File: config.mk
export PLATFORM = sky130hd
export DESIGN_NAME = ldp_i2c_regs
export DESIGN_NICKNAME = d
export VERILOG_FILES = /design/src/hdl/ldp_pkg.sv /design/src/hdl/ldp_i2c_regs.sv
export SDC_FILE = /design/constraint.sdc
export NUM_CORES = 1
export LEC_CHECK = 0
export BUFFER_PORTS_ARGS = -buffer_cell sky130_fd_sc_hd__buf_2
export CORE_UTILIZATION = 50
export DETAILED_ROUTE_END_ITERATION = 12
export GPL_TIMING_DRIVEN = 0
export PLACE_DENSITY = 0.67
export SYNTH_ARGS = -nofsm -noshare
export SYNTH_HDL_FRONTEND = slang
export SYNTH_SLANG_ARGS = --single-unit
File: constraint.sdc
create_clock -name core_clk -period 18.3 [get_ports core_clk]
set_input_delay 2.745 -clock core_clk [delete_from_list [all_inputs] [get_ports core_clk]]
set_output_delay 2.745 -clock core_clk [all_outputs]
set_load 0.05 [all_outputs]
File: src/hdl/ldp_pkg.sv
// shared constants and carriers for the led driver register port
package ldp_pkg;

    // bus address: fixed upper five bits, low two from the strap
    localparam logic [4:0] ADDR_PATTERN   = 5'h1D;  // binary 11101
    localparam logic [1:0] STRAP_GND      = 2'h0;   // strap tied low
    localparam logic [1:0] STRAP_VCC      = 2'h3;   // strap tied high
    localparam logic [1:0] STRAP_SCL      = 2'h1;   // strap tied to clock line
    localparam logic [1:0] STRAP_SDA      = 2'h2;   // strap tied to data line

    // register offsets
    localparam logic [7:0] REG_CONFIG     = 8'h00;
    localparam logic [7:0] REG_ONOFF_UP   = 8'h01;
    localparam logic [7:0] REG_ONOFF_LO   = 8'h02;
    localparam logic [7:0] REG_EFFECT     = 8'h03;
    localparam logic [7:0] REG_CH_ROLE    = 8'h04;
    localparam logic [7:0] REG_PORT_DIR   = 8'h05;
    localparam logic [7:0] REG_PORT_OUT   = 8'h06;
    localparam logic [7:0] REG_PORT_IRQ   = 8'h07;
    localparam logic [7:0] REG_PORT_STATE = 8'h08;
    localparam logic [7:0] REG_SAMPLER    = 8'h09;
    localparam logic [7:0] REG_DUTY_LO    = 8'h10;
    localparam logic [7:0] REG_DUTY_HI    = 8'h1F;
    localparam logic [7:0] REG_FRAME_LO   = 8'h20;
    localparam logic [7:0] REG_FRAME_HI   = 8'hAF;
    localparam logic [7:0] REG_DUTY_LOAD  = 8'hB0;
    localparam logic [7:0] REG_FRM_DELAY  = 8'hB6;
    localparam logic [7:0] REG_FRM_START  = 8'hB7;

    // values after reset and fixed answers
    localparam logic [7:0] RST_ONOFF      = 8'hFF;  // every channel on
    localparam logic [7:0] LOAD_CODE      = 8'h00;  // byte that commits duty values
    localparam logic [7:0] READ_FILL      = 8'hFF;  // answer for non-readable offsets
    localparam logic [1:0] MODE_RESERVED  = 2'h3;   // operating mode not available
    localparam logic [3:0] BITS_PER_BYTE  = 4'h8;

    // one-hot bus states
    typedef enum logic [7:0] {
        LDP_IDLE   = 8'h01,
        LDP_ADDR   = 8'h02,
        LDP_REG    = 8'h04,
        LDP_WDATA  = 8'h08,
        LDP_ACK    = 8'h10,
        LDP_RDATA  = 8'h20,
        LDP_MACK   = 8'h40,
        LDP_IGNORE = 8'h80
    } ldp_bus_state_t;

    // configuration seen by the led engine
    typedef struct packed {
        logic        soft_power_down;
        logic [1:0]  operating_mode;
        logic        audio_current_modulation;
        logic [15:0] led_on_off;               // [15:8] upper eight channels
        logic        cascade_role;
        logic [2:0]  current_scale;
        logic        gain_control_disable;
        logic [2:0]  audio_gain_select;
        logic [7:0]  channel_role_select;
        logic [7:0]  port_direction;
        logic [7:0]  port_output_level;
        logic [7:0]  port_interrupt_control;
        logic [7:0]  sampler_rate;
        logic [2:0]  frame_delay;
        logic [2:0]  frame_start;
    } ldp_cfg_t;

    // write strobe toward external frame storage
    typedef struct packed {
        logic        en;
        logic [7:0]  addr;
        logic [7:0]  data;
    } ldp_frame_wr_t;

    // complete state of the register port
    typedef struct packed {
        logic           scl_m;
        logic           scl_s;
        logic           scl_p;
        logic           sda_m;
        logic           sda_s;
        logic           sda_p;
        logic           ad_m;
        logic           ad_s;
        ldp_bus_state_t st;
        ldp_bus_state_t ack_next;
        logic [3:0]     bit_cnt;
        logic [7:0]     shift;
        logic [7:0]     ptr;
        logic           seen_hi;
        logic           seen_lo;
        logic           ne_scl;
        logic           ne_sda;
        logic           sda_oe_n;
        logic           load_pulse;
        ldp_cfg_t       cfg;
        logic [15:0][7:0] duty_shadow;
        logic [15:0][7:0] duty_live;
        ldp_frame_wr_t  frame_wr;
    } ldp_state_t;

endpackage

File: src/hdl/ldp_i2c_regs.sv
// Notes on behaviour
// - answer only address 11101 plus strap bits
// - last address bit: zero write, one read
// - strap gnd 00, vcc 11, scl 01, sda 10
// - start is data falling with clock high
// - stop is data rising, return to idle
// - bytes msb first, sampled while clock high
// - hold data low during ack after match
// - first write byte loads register pointer, acked
// - data bytes stored at pointer and acknowledged
// - pointer advances by one per data ack
// - read: pointer write, restart, then data returned
// - decode control, duty, frame, load, delay, start
// - only input state at 08h reads back
// - config d7 power-down, reset value 80h
// - config d6:d5 mode, code 11 refused
// - config d4 selects audio current modulation
// - on/off bits at 01h, 02h, reset ffh
// - effect register fields at 03h, reset zero
// - duty values take effect on load zero
`timescale 1ns/1ps
`default_nettype none

module ldp_i2c_regs (
    input  wire logic               core_clk,          // 200 MHz system clock
    input  wire logic               reset,             // asynchronous, active high
    input  wire logic               clk_en,            // freezes all state when low
    input  wire logic               scl_in,            // bus clock pin level
    input  wire logic               sda_in,            // bus data pin level
    output logic                    sda_out,           // data pin drive value, always low
    output logic                    sda_oe_n,          // low while pulling data low
    input  wire logic               ad_in,             // address strap pin level
    input  wire logic [7:0]         port_input_state,  // input levels of upper channels
    output ldp_pkg::ldp_cfg_t       cfg,               // configuration fields
    output logic [15:0][7:0]        channel_duty,      // committed duty per channel
    output logic                    duty_loaded,       // pulse when duty is committed
    output ldp_pkg::ldp_frame_wr_t  frame_wr           // frame storage write strobe
);

    ldp_pkg::ldp_state_t q;          // registered state
    ldp_pkg::ldp_state_t d;          // next state
    logic                scl_rise;   // bus clock rising edge seen
    logic                scl_fall;   // bus clock falling edge seen
    logic                start_c;    // start condition seen
    logic                stop_c;     // stop condition seen
    logic [1:0]          strap;      // decoded low address bits
    logic                addr_hit;   // received address is ours
    logic [7:0]          rd_byte;    // byte returned on a read

    // outputs other than sda_out come straight from the state flops, sda_out is tied low
    assign sda_out      = 1'b0;
    assign sda_oe_n     = q.sda_oe_n;
    assign cfg          = q.cfg;
    assign channel_duty = q.duty_live;
    assign duty_loaded  = q.load_pulse;
    assign frame_wr     = q.frame_wr;

    // edge and condition detect on synchronised pins
    always_comb begin
        scl_rise = q.scl_s & ~q.scl_p;
        scl_fall = ~q.scl_s & q.scl_p;
        // both samples high on the clock line so a clock edge is not mistaken
        start_c  = q.scl_s & q.scl_p & q.sda_p & ~q.sda_s;
        stop_c   = q.scl_s & q.scl_p & ~q.sda_p & q.sda_s;
    end

    // strap decode: what the strap pin did while the address came in
    always_comb begin
        if (!q.seen_hi) begin
            strap = ldp_pkg::STRAP_GND;
        end else if (!q.seen_lo) begin
            strap = ldp_pkg::STRAP_VCC;
        end else if (!q.ne_scl) begin
            strap = ldp_pkg::STRAP_SCL;
        end else begin
            strap = ldp_pkg::STRAP_SDA;
        end
        addr_hit = (q.shift[7:1] == {ldp_pkg::ADDR_PATTERN, strap});
    end

    // read answer: only the input state register gives real data
    always_comb begin
        if (q.ptr == ldp_pkg::REG_PORT_STATE) begin
            rd_byte = port_input_state;
        end else begin
            rd_byte = ldp_pkg::READ_FILL;
        end
    end

    // next-state logic for the whole port
    always_comb begin
        d = q;

        // two-flop synchronisers, third flop for edge history
        d.scl_m = scl_in;
        d.scl_s = q.scl_m;
        d.scl_p = q.scl_s;
        d.sda_m = sda_in;
        d.sda_s = q.sda_m;
        d.sda_p = q.sda_s;
        d.ad_m  = ad_in;
        d.ad_s  = q.ad_m;

        // strobes last one cycle
        d.frame_wr.en = 1'b0;
        d.load_pulse  = 1'b0;

        // strap observation while the address byte is on the bus
        if (q.st == ldp_pkg::LDP_ADDR) begin
            d.seen_hi = q.seen_hi | q.ad_s;
            d.seen_lo = q.seen_lo | ~q.ad_s;
            d.ne_scl  = q.ne_scl | (q.ad_s ^ q.scl_s);
            d.ne_sda  = q.ne_sda | (q.ad_s ^ q.sda_s);
        end

        if (start_c) begin
            // start or repeated start: begin a fresh address byte
            d.st       = ldp_pkg::LDP_ADDR;
            d.bit_cnt  = 4'h0;
            d.sda_oe_n = 1'b1;
            d.seen_hi  = 1'b0;
            d.seen_lo  = 1'b0;
            d.ne_scl   = 1'b0;
            d.ne_sda   = 1'b0;
        end else if (stop_c) begin
            // stop ends any transfer and frees the data line
            d.st       = ldp_pkg::LDP_IDLE;
            d.sda_oe_n = 1'b1;
        end else begin
            case (q.st)
                ldp_pkg::LDP_ADDR,
                ldp_pkg::LDP_REG,
                ldp_pkg::LDP_WDATA: begin
                    if (scl_rise) begin
                        // sample on the high phase, msb first
                        d.shift   = {q.shift[6:0], q.sda_s};
                        d.bit_cnt = q.bit_cnt + 4'h1;
                    end else if (scl_fall && q.bit_cnt == ldp_pkg::BITS_PER_BYTE) begin
                        d.bit_cnt = 4'h0;
                        if (q.st == ldp_pkg::LDP_ADDR) begin
                            if (addr_hit) begin
                                // pull data low for the ack pulse
                                d.sda_oe_n = 1'b0;
                                d.st       = ldp_pkg::LDP_ACK;
                                if (q.shift[0]) begin
                                    d.ack_next = ldp_pkg::LDP_RDATA;
                                end else begin
                                    d.ack_next = ldp_pkg::LDP_REG;
                                end
                            end else begin
                                // not ours: stay off the bus until a start
                                d.st = ldp_pkg::LDP_IGNORE;
                            end
                        end else if (q.st == ldp_pkg::LDP_REG) begin
                            // first byte of a write is the register pointer
                            d.ptr      = q.shift;
                            d.sda_oe_n = 1'b0;
                            d.st       = ldp_pkg::LDP_ACK;
                            d.ack_next = ldp_pkg::LDP_WDATA;
                        end else begin
                            // data byte: store, ack, advance pointer
                            d.sda_oe_n = 1'b0;
                            d.st       = ldp_pkg::LDP_ACK;
                            d.ack_next = ldp_pkg::LDP_WDATA;
                            d.ptr      = q.ptr + 8'h01;
                            // register decode by offset
                            if (q.ptr == ldp_pkg::REG_CONFIG) begin
                                d.cfg.soft_power_down = q.shift[7];
                                if (q.shift[6:5] != ldp_pkg::MODE_RESERVED) begin
                                    d.cfg.operating_mode = q.shift[6:5];
                                end
                                d.cfg.audio_current_modulation = q.shift[4];
                            end else if (q.ptr == ldp_pkg::REG_ONOFF_UP) begin
                                d.cfg.led_on_off[15:8] = q.shift;
                            end else if (q.ptr == ldp_pkg::REG_ONOFF_LO) begin
                                d.cfg.led_on_off[7:0] = q.shift;
                            end else if (q.ptr == ldp_pkg::REG_EFFECT) begin
                                d.cfg.cascade_role         = q.shift[7];
                                d.cfg.current_scale        = q.shift[6:4];
                                d.cfg.gain_control_disable = q.shift[3];
                                d.cfg.audio_gain_select    = q.shift[2:0];
                            end else if (q.ptr == ldp_pkg::REG_CH_ROLE) begin
                                d.cfg.channel_role_select = q.shift;
                            end else if (q.ptr == ldp_pkg::REG_PORT_DIR) begin
                                d.cfg.port_direction = q.shift;
                            end else if (q.ptr == ldp_pkg::REG_PORT_OUT) begin
                                d.cfg.port_output_level = q.shift;
                            end else if (q.ptr == ldp_pkg::REG_PORT_IRQ) begin
                                d.cfg.port_interrupt_control = q.shift;
                            end else if (q.ptr == ldp_pkg::REG_SAMPLER) begin
                                d.cfg.sampler_rate = q.shift;
                            end else if (q.ptr >= ldp_pkg::REG_DUTY_LO &&
                                         q.ptr <= ldp_pkg::REG_DUTY_HI) begin
                                // held in shadow until zero is written to the load register
                                d.duty_shadow[q.ptr[3:0]] = q.shift;
                            end else if (q.ptr >= ldp_pkg::REG_FRAME_LO &&
                                         q.ptr <= ldp_pkg::REG_FRAME_HI) begin
                                d.frame_wr.en   = 1'b1;
                                d.frame_wr.addr = q.ptr;
                                d.frame_wr.data = q.shift;
                            end else if (q.ptr == ldp_pkg::REG_DUTY_LOAD) begin
                                if (q.shift == ldp_pkg::LOAD_CODE) begin
                                    d.duty_live  = q.duty_shadow;
                                    d.load_pulse = 1'b1;
                                end
                            end else if (q.ptr == ldp_pkg::REG_FRM_DELAY) begin
                                d.cfg.frame_delay = q.shift[7:5];
                            end else if (q.ptr == ldp_pkg::REG_FRM_START) begin
                                d.cfg.frame_start = q.shift[7:5];
                            end else begin
                                // unmapped or read-only: acked, nothing stored
                                d.frame_wr.en = 1'b0;
                            end
                        end
                    end
                end
                ldp_pkg::LDP_ACK: begin
                    // ack pulse ends on the falling clock
                    if (scl_fall) begin
                        d.sda_oe_n = 1'b1;
                        d.st       = q.ack_next;
                        d.bit_cnt  = 4'h0;
                        if (q.ack_next == ldp_pkg::LDP_RDATA) begin
                            // present first bit of the read byte
                            d.shift    = rd_byte;
                            d.sda_oe_n = rd_byte[7];
                        end
                    end
                end
                ldp_pkg::LDP_RDATA: begin
                    // shift read data out on each falling clock, msb first
                    if (scl_fall) begin
                        d.bit_cnt = q.bit_cnt + 4'h1;
                        if (q.bit_cnt + 4'h1 == ldp_pkg::BITS_PER_BYTE) begin
                            d.sda_oe_n = 1'b1;                // release for the controller ack
                            d.st       = ldp_pkg::LDP_MACK;
                        end else begin
                            d.shift    = {q.shift[6:0], 1'b1};
                            d.sda_oe_n = q.shift[6];
                        end
                    end
                end
                ldp_pkg::LDP_MACK: begin
                    // controller answers the read byte
                    if (scl_rise) begin
                        if (q.sda_s) begin
                            // no ack: controller is done, wait for stop
                            d.st = ldp_pkg::LDP_IGNORE;
                        end else begin
                            // ack: next byte follows from the next offset
                            d.st       = ldp_pkg::LDP_ACK;
                            d.ack_next = ldp_pkg::LDP_RDATA;
                            d.ptr      = q.ptr + 8'h01;
                        end
                    end
                end
                ldp_pkg::LDP_IDLE,
                ldp_pkg::LDP_IGNORE: begin
                    // line released, wait for a start
                    d.sda_oe_n = 1'b1;
                end
                default: begin
                    // illegal code: recover to idle
                    d.st       = ldp_pkg::LDP_IDLE;
                    d.sda_oe_n = 1'b1;
                end
            endcase
        end
    end

    // state register with clock enable
    always_ff @(posedge core_clk or posedge reset) begin
        if (reset) begin
            q                      <= '0;
            q.scl_m                <= 1'b1;
            q.scl_s                <= 1'b1;
            q.scl_p                <= 1'b1;
            q.sda_m                <= 1'b1;
            q.sda_s                <= 1'b1;
            q.sda_p                <= 1'b1;
            q.st                   <= ldp_pkg::LDP_IDLE;
            q.ack_next             <= ldp_pkg::LDP_IDLE;
            q.sda_oe_n             <= 1'b1;
            q.cfg.soft_power_down  <= 1'b1;
            q.cfg.led_on_off       <= {ldp_pkg::RST_ONOFF, ldp_pkg::RST_ONOFF};
        end else if (clk_en) begin
            q <= d;
        end
    end

endmodule

`default_nettype wire

==> results of run 1 <==
-- layout by cell type, fill, tap and decap left out, drive strengths merged, types with 7 or more instances in the layout --
master  synthesis  routed
nor2           31      31
mux2          282     282
nor2b           8       8
inv            21      23
o22ai           7       7
clkbuf         60     123
dfstp          26      26
dfrtp         366     366
o21ai          95      95
nand2         116     116
nor4           10      10
nor3            7       7
nand3          26      26
a21oi          29      29
clkinv          0       8
nand2b          8       8
nand4           9       9
buf           237     474
mux2i          10      10
-- tightest hold or removal path, cell delays in order (launching register included) --
cell	delay (ps)
dfrtp_1	340
nand2_1	40
o21ai_0	60
-- worst max-delay path by stage --
| stage | end | slack [ps] | cells past startpoint |
|---|---|---|---|
| 4_1_cts | channel_duty[117] | 13720 | 8 |
| 6_report | channel_duty[117] | 13710 | 8 |
| 2_1_floorplan | async pin | 4700 | 1 |
| 5_1_grt | channel_duty[116] | 13590 | 8 |
| 3_5_place_dp | channel_duty[108] | 13160 | 8 |
| 3_3_place_gp | q[370] | 510 | 2 |
-- metal layers --
metal	global-route usage, %	wire length [um]	vias to the layer above
met5	0	0	-
met4	6.67	916	0
met3	4.60	2340	59
met2	36.2	18800	277
met1	31.7	18200	5468
li1	-	-	5227
-- cell families after synthesis --
logic type | share of synthesized area, %
DFF | 56.3
buffers and inverters | 11.7
muxes | 18.9
and+or+nand+nor | 7.13
AOI/OAI and AO/OA | 5.29
adders and majority gates | 0.429
xor gates and xnor gates | 0.200
other | 0.0214
-- cell usage after synthesis, types with 9 or more instances --
master,count,area [um^2]
dfrtp_1,366,9160
mux2_2,274,3090
buf_4,221,1660
nand2_1,114,428
o21ai_0,95,475
clkbuf_1,60,225
a21oi_1,29,145
nor2_1,29,109
dfstp_2,26,683
nand3_1,26,130
inv_1,21,78.8
buf_2,13,65.1
mux2i_1,10,100
nand4_1,9,56.3
-- metrics by stage --
step	hold WS (ps)	util, %	setup slack [ps]	std cells	power, mW
global placement	458	55.8	515	2107	1.13
floorplan	446	-	4700	1418	1.04
finish	473	60.3	13710	2189	2.00
detailed placement	466	56.1	13160	2110	1.14
CTS	480	60.3	13720	2188	2.02
global route	506	60.3	13590	2188	2.07
-- area by class of cell --
class | count | area [um^2]
antenna | 1 | 2.50
tap | 455 | 569
buffer | 297 | 1980
clock inverter | 15 | 223
fill | 2848 | 13700
inverter | 21 | 86.3
clock buffer | 63 | 1230
timing repair buffer | 237 | 1250
sequential | 392 | 9840
multi-input combinational | 708 | 5590
-- where the power goes --
group	leakage (nW)	internal, mW	switching, mW
sequential	5.36	0.886	0.0193
clock	0.718	0.539	0.347
combinational	5.08	0.0498	0.162
total	11.2	1.47	0.528
==> impl_results.md, run 1 <==
* Critical Path AT at 5000 ps
* Final min period at 4590 ps
* Core area at 34500 um^2
* Critical Path Slowest Stage Cell: clkbuf_1
* Hold Buf Count CTS at 0
* Mapped Nets at 1438
* CTS buffer count at 42
* Setup slack, reg-to-reg at 15190 ps
* Relative slew margins at 34.5%
* Leakage power at 11.2 nW
* Post-synthesis register bit count at 392
* Die W at 189 um
* Worst-path cell chain: buf_2, nand3_1, nor3_1, and4b_1, nand4_1, clkbuf_1, buf_2, mux2_2
* Most used DFF post-synth: dfrtp_1
* Final wirelength at 40.2 mm
* Final Cycle Share at 25.1%
* Clock sink count at 392
* H-tree Lvls at 2
* Iteration-0 DRC Markers at 597
* Post_cts resized at 0
* Mapped cell area at 17500 um^2
* Final Max Slew Viols at 0
* First-pass GRT wire length at 62.9 mm
* Number of synthesized flops with an enable pin at 0
* Critical path endpoint category: flip-flop
* Highest Clock Rate at 218 MHz
* Yosys warning count at 0
* Vias in the first global route at 11000
* Root Driver: clkbuf_16
* Clk_lat worst skew at 540 ps
* Actual slew at the worst max-slew pin at 979 ps
* Die ar. at 35700 um^2
* Cell family contributing the most delay on the critical path: buffers and inverters
* Ports at 236
* CTS tree: done
* VDD IR max at 66.8 uV
* Largest net degree at the start of global routing at 130
* Worst-case clock buffer depth at 3
* WS Path Type: in2reg
* Initial antenna violation count at 0
* Worst-path clk slew at 60 ps
* RSZ-0062 raised after global routing: no
* Setup repair bufs after CTS at 0
* Layout Skew at 15.1 ps
* Post-route setup TNS at 0 ps
* Initial Utilization at 50.8%
* GRT overflow at 0
* WP data required at 18710 ps
* Via count at 11000
* Ys async rst share at 100%
* R2R Path Start: q[369]
* Hold Path Class: reg2reg
* Synthesized netlist cell count at 1418
* Detailed Routing Iterations Pass 1 at 4
* Seq/Total Area, Yosys at 56.3%
* Maximum capacitance violations at 0
* Placed Instance Area at 19300 um^2
* Final GP Congestion at 0.835
* Worst-path maximum fanout at 10
* Status: finished, final reports clean
* Critical path's largest stage delay at 630 ps
* Total Routing Usage GR at 22.8%
* Row cnt at 68
* CP bufs+invs at 3
* P&R area growth vs syn at 18.8%
* Final-report hold violation count at 0
* Worst Hold Depth at 2
* Post-DP HPWL at 27.7 mm
* Mean Syn Cell Area at 12.3 um^2
* Crit path launch: clk_en
* Fin nets at 1719
* Pwr dens at 96.4 nW/um^2
* Vias per Instance at 5.04
* Share of cells above drive strength 1 at 50.0%
* Critical Path Start Type: input port
* DRC viols at 0
* Post-route ant nets at 0
* IO buf count at 234
* Worst r2r dst: channel_duty[117]
* Cells on worst reg2reg path at 10
* Finished Cell Area at 20800 um^2
* Most frequent CP cell: buf_2
* Unique cell type count in the Yosys netlist at 64
* # setup viols final at 0
* Die Ht at 189 um
* Wire length per cell at 18.4 um
Note: power is estimated with default switching activity, not from simulation.
==> run 2: changes to the inputs <==
--- a/config.mk
+++ b/config.mk
@@ -9,7 +9,7 @@
 export CORE_UTILIZATION = 50
 export DETAILED_ROUTE_END_ITERATION = 12
 export GPL_TIMING_DRIVEN = 0
-export PLACE_DENSITY = 0.67
+export PLACE_DENSITY = 0.7
 export SYNTH_ARGS = -nofsm -noshare
 export SYNTH_HDL_FRONTEND = slang
 export SYNTH_SLANG_ARGS = --single-unit
==> constraint.sdc (replaced) <==
create_clock -name core_clk -period 4.2 [get_ports core_clk]
set_input_delay 0.63 -clock core_clk [delete_from_list [all_inputs] [get_ports core_clk]]
set_output_delay 0.63 -clock core_clk [all_outputs]
set_load 0.05 [all_outputs]
==> run 2 against run 1 <==
Net effect: register-to-register slack got worse by 14000 ps; worst hold slack lost 350 ps; count of clock-buffer cells in the layout decreased by 3; sequential power rose to 4.4 times the previous value; via count is 2.2% higher; clock power rose to 4.2 times the previous value; die area is the same; power grew to 4.3 times the previous value; largest cell class unchanged.
==> impl_results.md, run 2 (synthesis gave the netlist of run 1 again) <==
* Status: finished, final reports clean
* Post_cts resized at 0
* H-tree Lvls at 2
* Iteration-0 DRC Markers at 626
* Clk_lat worst skew at 550 ps
* Pwr dens at 415 nW/um^2
* Util after Layout at 60.5%
* Final min period at 3160 ps
* Maximum capacitance violations at 0
* Post-route ant nets at 0
* Layout fillers at 2797
* Detailed Routing Iterations Pass 1 at 5
* Core area at 34500 um^2
* Highest Clock Rate at 317 MHz
* Commonest non-fill, non-tap cells in the layout: 366 x dfrtp_1, 274 x mux2_2, 247 x buf_2
* Final GP Congestion at 0.839
* First-pass GRT wire length at 64.1 mm
* Vias in the first global route at 11500
* Hold Buf Count CTS at 0
* Setup ws final at 1040 ps
* CTS buffer count at 41
* Critical path endpoint category: flip-flop
* Actual slew at the worst max-slew pin at 968 ps
* Leakage power at 11.2 nW
* Final Max Slew Viols at 0
* WP data required at 4620 ps
* GRT overflow at 0
* VDD IR max at 329 uV
* Worst-path clk slew at 60 ps
* Die ar. at 35700 um^2
* RSZ-0062 raised after global routing: no
* Total design power at 8.65 mW
* Fin nets at 1725
* CTS tree: done
* Leading cell type in the layout, fill and taps excluded: dfrtp_1
* Worst slack at placement at 1100 ps
* Critical Path AT at 3580 ps
* Relative slew margins at 35.2%
* Root Driver: clkbuf_16
* Clock sink count at 392
* IO buf count at 234
* WS Path Type: reg2reg
* Ports at 236
* Row cnt at 68
* Largest net degree at the start of global routing at 45
* P&R area growth vs syn at 19.2%
* Worst-path maximum fanout at 10
* Hold Path Class: in2async
* # setup viols final at 0
* Vias per Instance at 5.14
* Critical Path Start Type: flip-flop
* Wire length per cell at 18.7 um
* Post-DP HPWL at 29.0 mm
* Initial Utilization at 50.8%
* Total Routing Usage GR at 23.2%
* Setup repair bufs after CTS at 0
* Layout Skew at 25.4 ps
* DRC viols at 0
* Die Ht at 189 um
* Final-report hold violation count at 0
* Initial antenna violation count at 0
* Share of cells above drive strength 1 at 50.1%
* Final wirelength at 40.9 mm
* Via count at 11300
* Die W at 189 um
* Worst-case clock buffer depth at 3
* Final Cycle Share at 75.2%
[run 2: changes by cell type in the layout (fill, tap and decap cells not counted)]
cell and change:
buf_12 +10, buf_16 -3, clkbuf_1 -1, clkbuf_16 -1, clkbuf_8 -1, clkinv_16 +1, clkinv_4 -1, clkinvlp_4 +1
inv_16 -1, inv_8 -1
[run 2: final timing paths]
kind	from	endpoint	slack (ps)	depth (start not counted)
hold reg to reg	flip-flop	flip-flop	470	2
setup reg to reg	q[359]	flip-flop	1040	7
setup / recovery	q[359]	flip-flop	1040	7
min in group core_clk	ad_in	d[389]	340	2
hold / removal	reset	channel_duty[102]	120	2
max in group asynchronous	reset	cfg[68]	2660	6
[run 2: cell type report]
cell class	count	area [um^2]	share of cell area [%]
plain buffers	297	1980	9.48
clock buffers	60	1190	5.70
repair buffers	244	1370	6.58
well taps	455	569	2.73
inverters	21	82.6	0.396
clock inverters	14	224	1.07
diodes	1	2.50	0.0120
flip-flops and latches	392	9840	47.2
multi-input cells	708	5590	26.8
[run 2: power breakdown]
part / leakage, nW / internal (mW) / total [mW] / switching (mW)
clock: 0.695 / 2.28 / 3.76 / 1.48
combinational: 5.13 / 0.228 / 0.937 / 0.709
sequential: 5.36 / 3.86 / 3.95 / 0.0921
[run 2: metal layers]
layer  wire, um  GRT usage [%]  vias up
met5          0              0        -
met4        942           6.51        0
met1      17900           31.3     5694
li1           -              -     5207
met3       2360           4.87       65
met2      19700           37.9      308
[run 2: critical path: stages (launching register included)]
cell and delay, ps:
dfrtp_1 360, clkbuf_1 180, nor3_1 390, nand2_1 170
nor4_2 710, buf_2 370, nand3_1 420, mux2_2 430
[run 2: stage by stage]
stage	hold slack, ps	std cells	setup TNS (ps)	instance area [um^2]
2_1_floorplan	446	1418	-622090	17500
3_3_place_gp	458	2107	-1422210	19200
3_5_place_dp	467	2117	0	19400
4_1_cts	124	2191	0	20800
5_1_grt	143	2191	0	20800
6_report	122	2192	0	20800
==> run 3: changes to the inputs <==
--- a/config.mk
+++ b/config.mk
@@ -5,11 +5,12 @@
 export SDC_FILE = /design/constraint.sdc
 export NUM_CORES = 1
 export LEC_CHECK = 0
+export ABC_AREA = 1
 export BUFFER_PORTS_ARGS = -buffer_cell sky130_fd_sc_hd__buf_2
 export CORE_UTILIZATION = 50
 export DETAILED_ROUTE_END_ITERATION = 12
 export GPL_TIMING_DRIVEN = 0
-export PLACE_DENSITY = 0.7
+export PLACE_DENSITY = 0.69
 export SYNTH_ARGS = -nofsm -noshare
 export SYNTH_HDL_FRONTEND = slang
 export SYNTH_SLANG_ARGS = --single-unit
==> constraint.sdc (replaced) <==
create_clock -name core_clk -period 2.8 [get_ports core_clk]
set_input_delay 0.42 -clock core_clk [delete_from_list [all_inputs] [get_ports core_clk]]
set_output_delay 0.42 -clock core_clk [all_outputs]
set_load 0.05 [all_outputs]
==> run 3 against run 2 <==
Net effect: die area rose by 6.4%; wire length is 22% higher; clock skew is 9.6 ps lower; synthesized area up 6.4%; worst hold slack got worse by 39 ps; non-clock buffer count up 33; power increased by 60%; worst setup slack worse by 840 ps; clock power is 47% higher; combinational power rose by 150%; via count increased by 38%; global-route usage grew 3.3 points; critical path type unchanged.
==> impl_results.md, run 3 <==
* Status: finished, final reports clean
* Top-count cell post-synth: nand2_1
* WP data required at 3270 ps
* Core area at 36600 um^2
* VDD IR max at 483 uV
* Relative slew margins at 43.0%
* Die ar. at 38000 um^2
* Sw frac at 30.0%
* Total design power at 13.8 mW
* Final Max Slew Viols at 0
* Int Power at 9.68 mW
* Area leader, netlist: dfrtp_1
* Commonest cells post-synth: 832 x nand2_1, 366 x dfrtp_1, 240 x buf_4
* Post-DP HPWL at 35.7 mm
* Post-synthesis register bit count at 392
* Wire length per cell at 16.5 um
* WS Path Type: reg2reg
* Total Routing Usage GR at 26.5%
* Unique cell type count in the Yosys netlist at 35
* Initial Utilization at 50.8%
* Commonest non-fill, non-tap cells in the layout: 832 x nand2_1, 366 x dfrtp_1, 267 x buf_2
* Critical Path Start Type: flip-flop
* DRC viols at 0
* Worst-path clk slew at 60 ps
* Seq/Total Area, Yosys at 52.9%
* Leakage power at 12.7 nW
* Final min period at 2600 ps
* Via count at 15600
* Combinational Power Share at 16.8%
* RSZ-0062 raised after global routing: no
* Leading cell type in the layout, fill and taps excluded: nand2_1
* Root Driver: clkbuf_16
* Final wirelength at 49.9 mm
* Initial antenna violation count at 0
* Critical Path AT at 3070 ps
* Finished Cell Area at 22000 um^2
* Die W at 195 um
* Final-report hold violation count at 0
* Largest net degree at the start of global routing at 45
* Number of synthesized flops with an enable pin at 0
* Iteration-0 DRC Markers at 1335
* Actual slew at the worst max-slew pin at 855 ps
* Multi-input logic area at 6290 um^2
* # setup viols final at 0
* Clk pwr share at 40.0%
* Vias per Instance at 5.15
* P&R area growth vs syn at 18.0%
* Mapped Nets at 2257
* Clock sink count at 392
* Hold Path Class: in2reg
* GRT overflow at 0
* First-pass GRT wire length at 79.9 mm
* Highest Clock Rate at 385 MHz
* CTS buffer count at 41
* Worst-path maximum fanout at 10
* Synthesized netlist cell count at 2237
* N_diodes at 0
* Placed Instance Area at 20600 um^2
* H-tree Lvls at 2
* Flop pwr share at 43.1%
* Ports at 236
* Most used DFF post-synth: dfrtp_1
* Fin nets at 2544
* Maximum capacitance violations at 0
* Top post-synthesis cells by area: dfrtp_1 49%, nand2_1 17%, buf_4 9.7%, o21ai_0 5.4%, nand3_1 4.8%
* Detailed Routing Iterations Pass 1 at 5
* Row cnt at 70
* Die Ht at 195 um
* IO buf count at 233
* Placed insts at 2948
* Mean Syn Cell Area at 8.32 um^2
* Pwr dens at 630 nW/um^2
* Layout Skew at 15.8 ps
* Register Area at 9840 um^2
* Share of cells above drive strength 1 at 25.8%
* Final GP Congestion at 0.867
* Worst-case clock buffer depth at 3
* Final Cycle Share at 92.8%
* Yosys warning count at 0
* CTS tree: done
* Sw power at 4.16 mW
* Ys async rst share at 100%
* Critical path endpoint category: flip-flop
* Layout fillers at 3307
* Clk_lat worst skew at 540 ps
* Mapped cell area at 18600 um^2
* Setup repair bufs after CTS at 0
* Vias in the first global route at 14800
* Post-synth top area share at 49.2%
* Util after Layout at 60.0%
* Post-route ant nets at 0
* Post-Layout Cell Count at 3024
[run 3: changes by cell type after synthesis, moves of 43 or more]
cell,previous run,this run
nand3_1,26,177
mux2_2,274,0
o21ai_0,95,201
inv_1,21,67
nor2_1,29,72
nand2_1,114,832
[run 3: routing by layer]
metal | up-vias | global-route usage (%) | routed length (um)
met4 | 0 | 8.66 | 1500
met5 | - | 0 | 0
met3 | 89 | 3.47 | 2840
li1 | 7521 | - | -
met1 | 7464 | 35.7 | 21500
met2 | 500 | 44.2 | 24000
[run 3: layout make-up]
| cell class | count | area share, % |
|---|---|---|
| Clock buffer | 63 | 5.60 |
| Buffer | 330 | 9.97 |
| Timing Repair Buffer | 244 | 6.26 |
| Clock inverter | 12 | 0.683 |
| Sequential cell | 392 | 44.8 |
| Tap cell | 468 | 2.67 |
| Inverter | 77 | 1.37 |
| Multi-Input combinational cell | 1438 | 28.7 |
[run 3: timing repair]
action                                  in CTS  in global routing
endpoints found under the setup margin     100                 49
cloned                                       0                  0
pin swaps                                    0                  0
resized for setup                            1                  2
hold buffers                                 1                  0
hold endpoints to repair                    21                  0
[run 3: worst max-delay path, cell delays in order, from the launching register on]
cell and delay, ps:
dfrtp_1 370, clkbuf_1 280, clkinvlp_4 310, nand4_1 120
nor2_1 120, nand2_1 90, nor3_2 340, clkbuf_2 410
buf_2 270, nand3_1 140, nand2_1 90
[run 3: path summary, 6_finish.rpt]
kind | start | endpoint | slack (ps) | depth (start not counted)
worst max-delay path | q[367] | channel_duty[3] | 200 | 10
worst min-delay path | scl_in | d[395] | 80 | 3
worst max register to register | q[367] | channel_duty[3] | 200 | 10
worst min register to register | d[392] | d[392] | 460 | 2
max in group asynchronous | reset | channel_duty[74] | 1100 | 6
min in group asynchronous | reset | cfg[39] | 510 | 3
[run 3: metrics by stage]
stage               setup WS [ps]  hold slack (ps)  TNS (ps)
finish                        201             82.5         0
global route                 59.5             99.9         0
CTS                           132             75.0         0
detailed placement           -147              454    -11140
global placement            -4990              455  -1899420
floorplan                   -2870              440  -1088570
[run 3: cell families after synthesis]
logic type                 Yosys count  synth area share, %
AOI/OAI and AO/OA                  249                 6.77
xor gates and xnor gates             1               0.0471
adders and majority gates            6                0.403
buffers and inverters              407                 13.3
DFF                                392                 52.9
other                                1               0.0201
and+or+nand+nor                   1181                 26.6
[run 3: power by group through the flow]
stage / Combinational, mW / Sequential, mW / Clock (mW)
finish: 2.33 / 5.97 / 5.54
global placement: 2.25 / 6.07 / 0
detailed placement: 2.31 / 6.06 / 0
global route: 2.55 / 5.99 / 5.84
CTS: 2.32 / 5.96 / 5.62
floorplan: 1.51 / 6.04 / 0
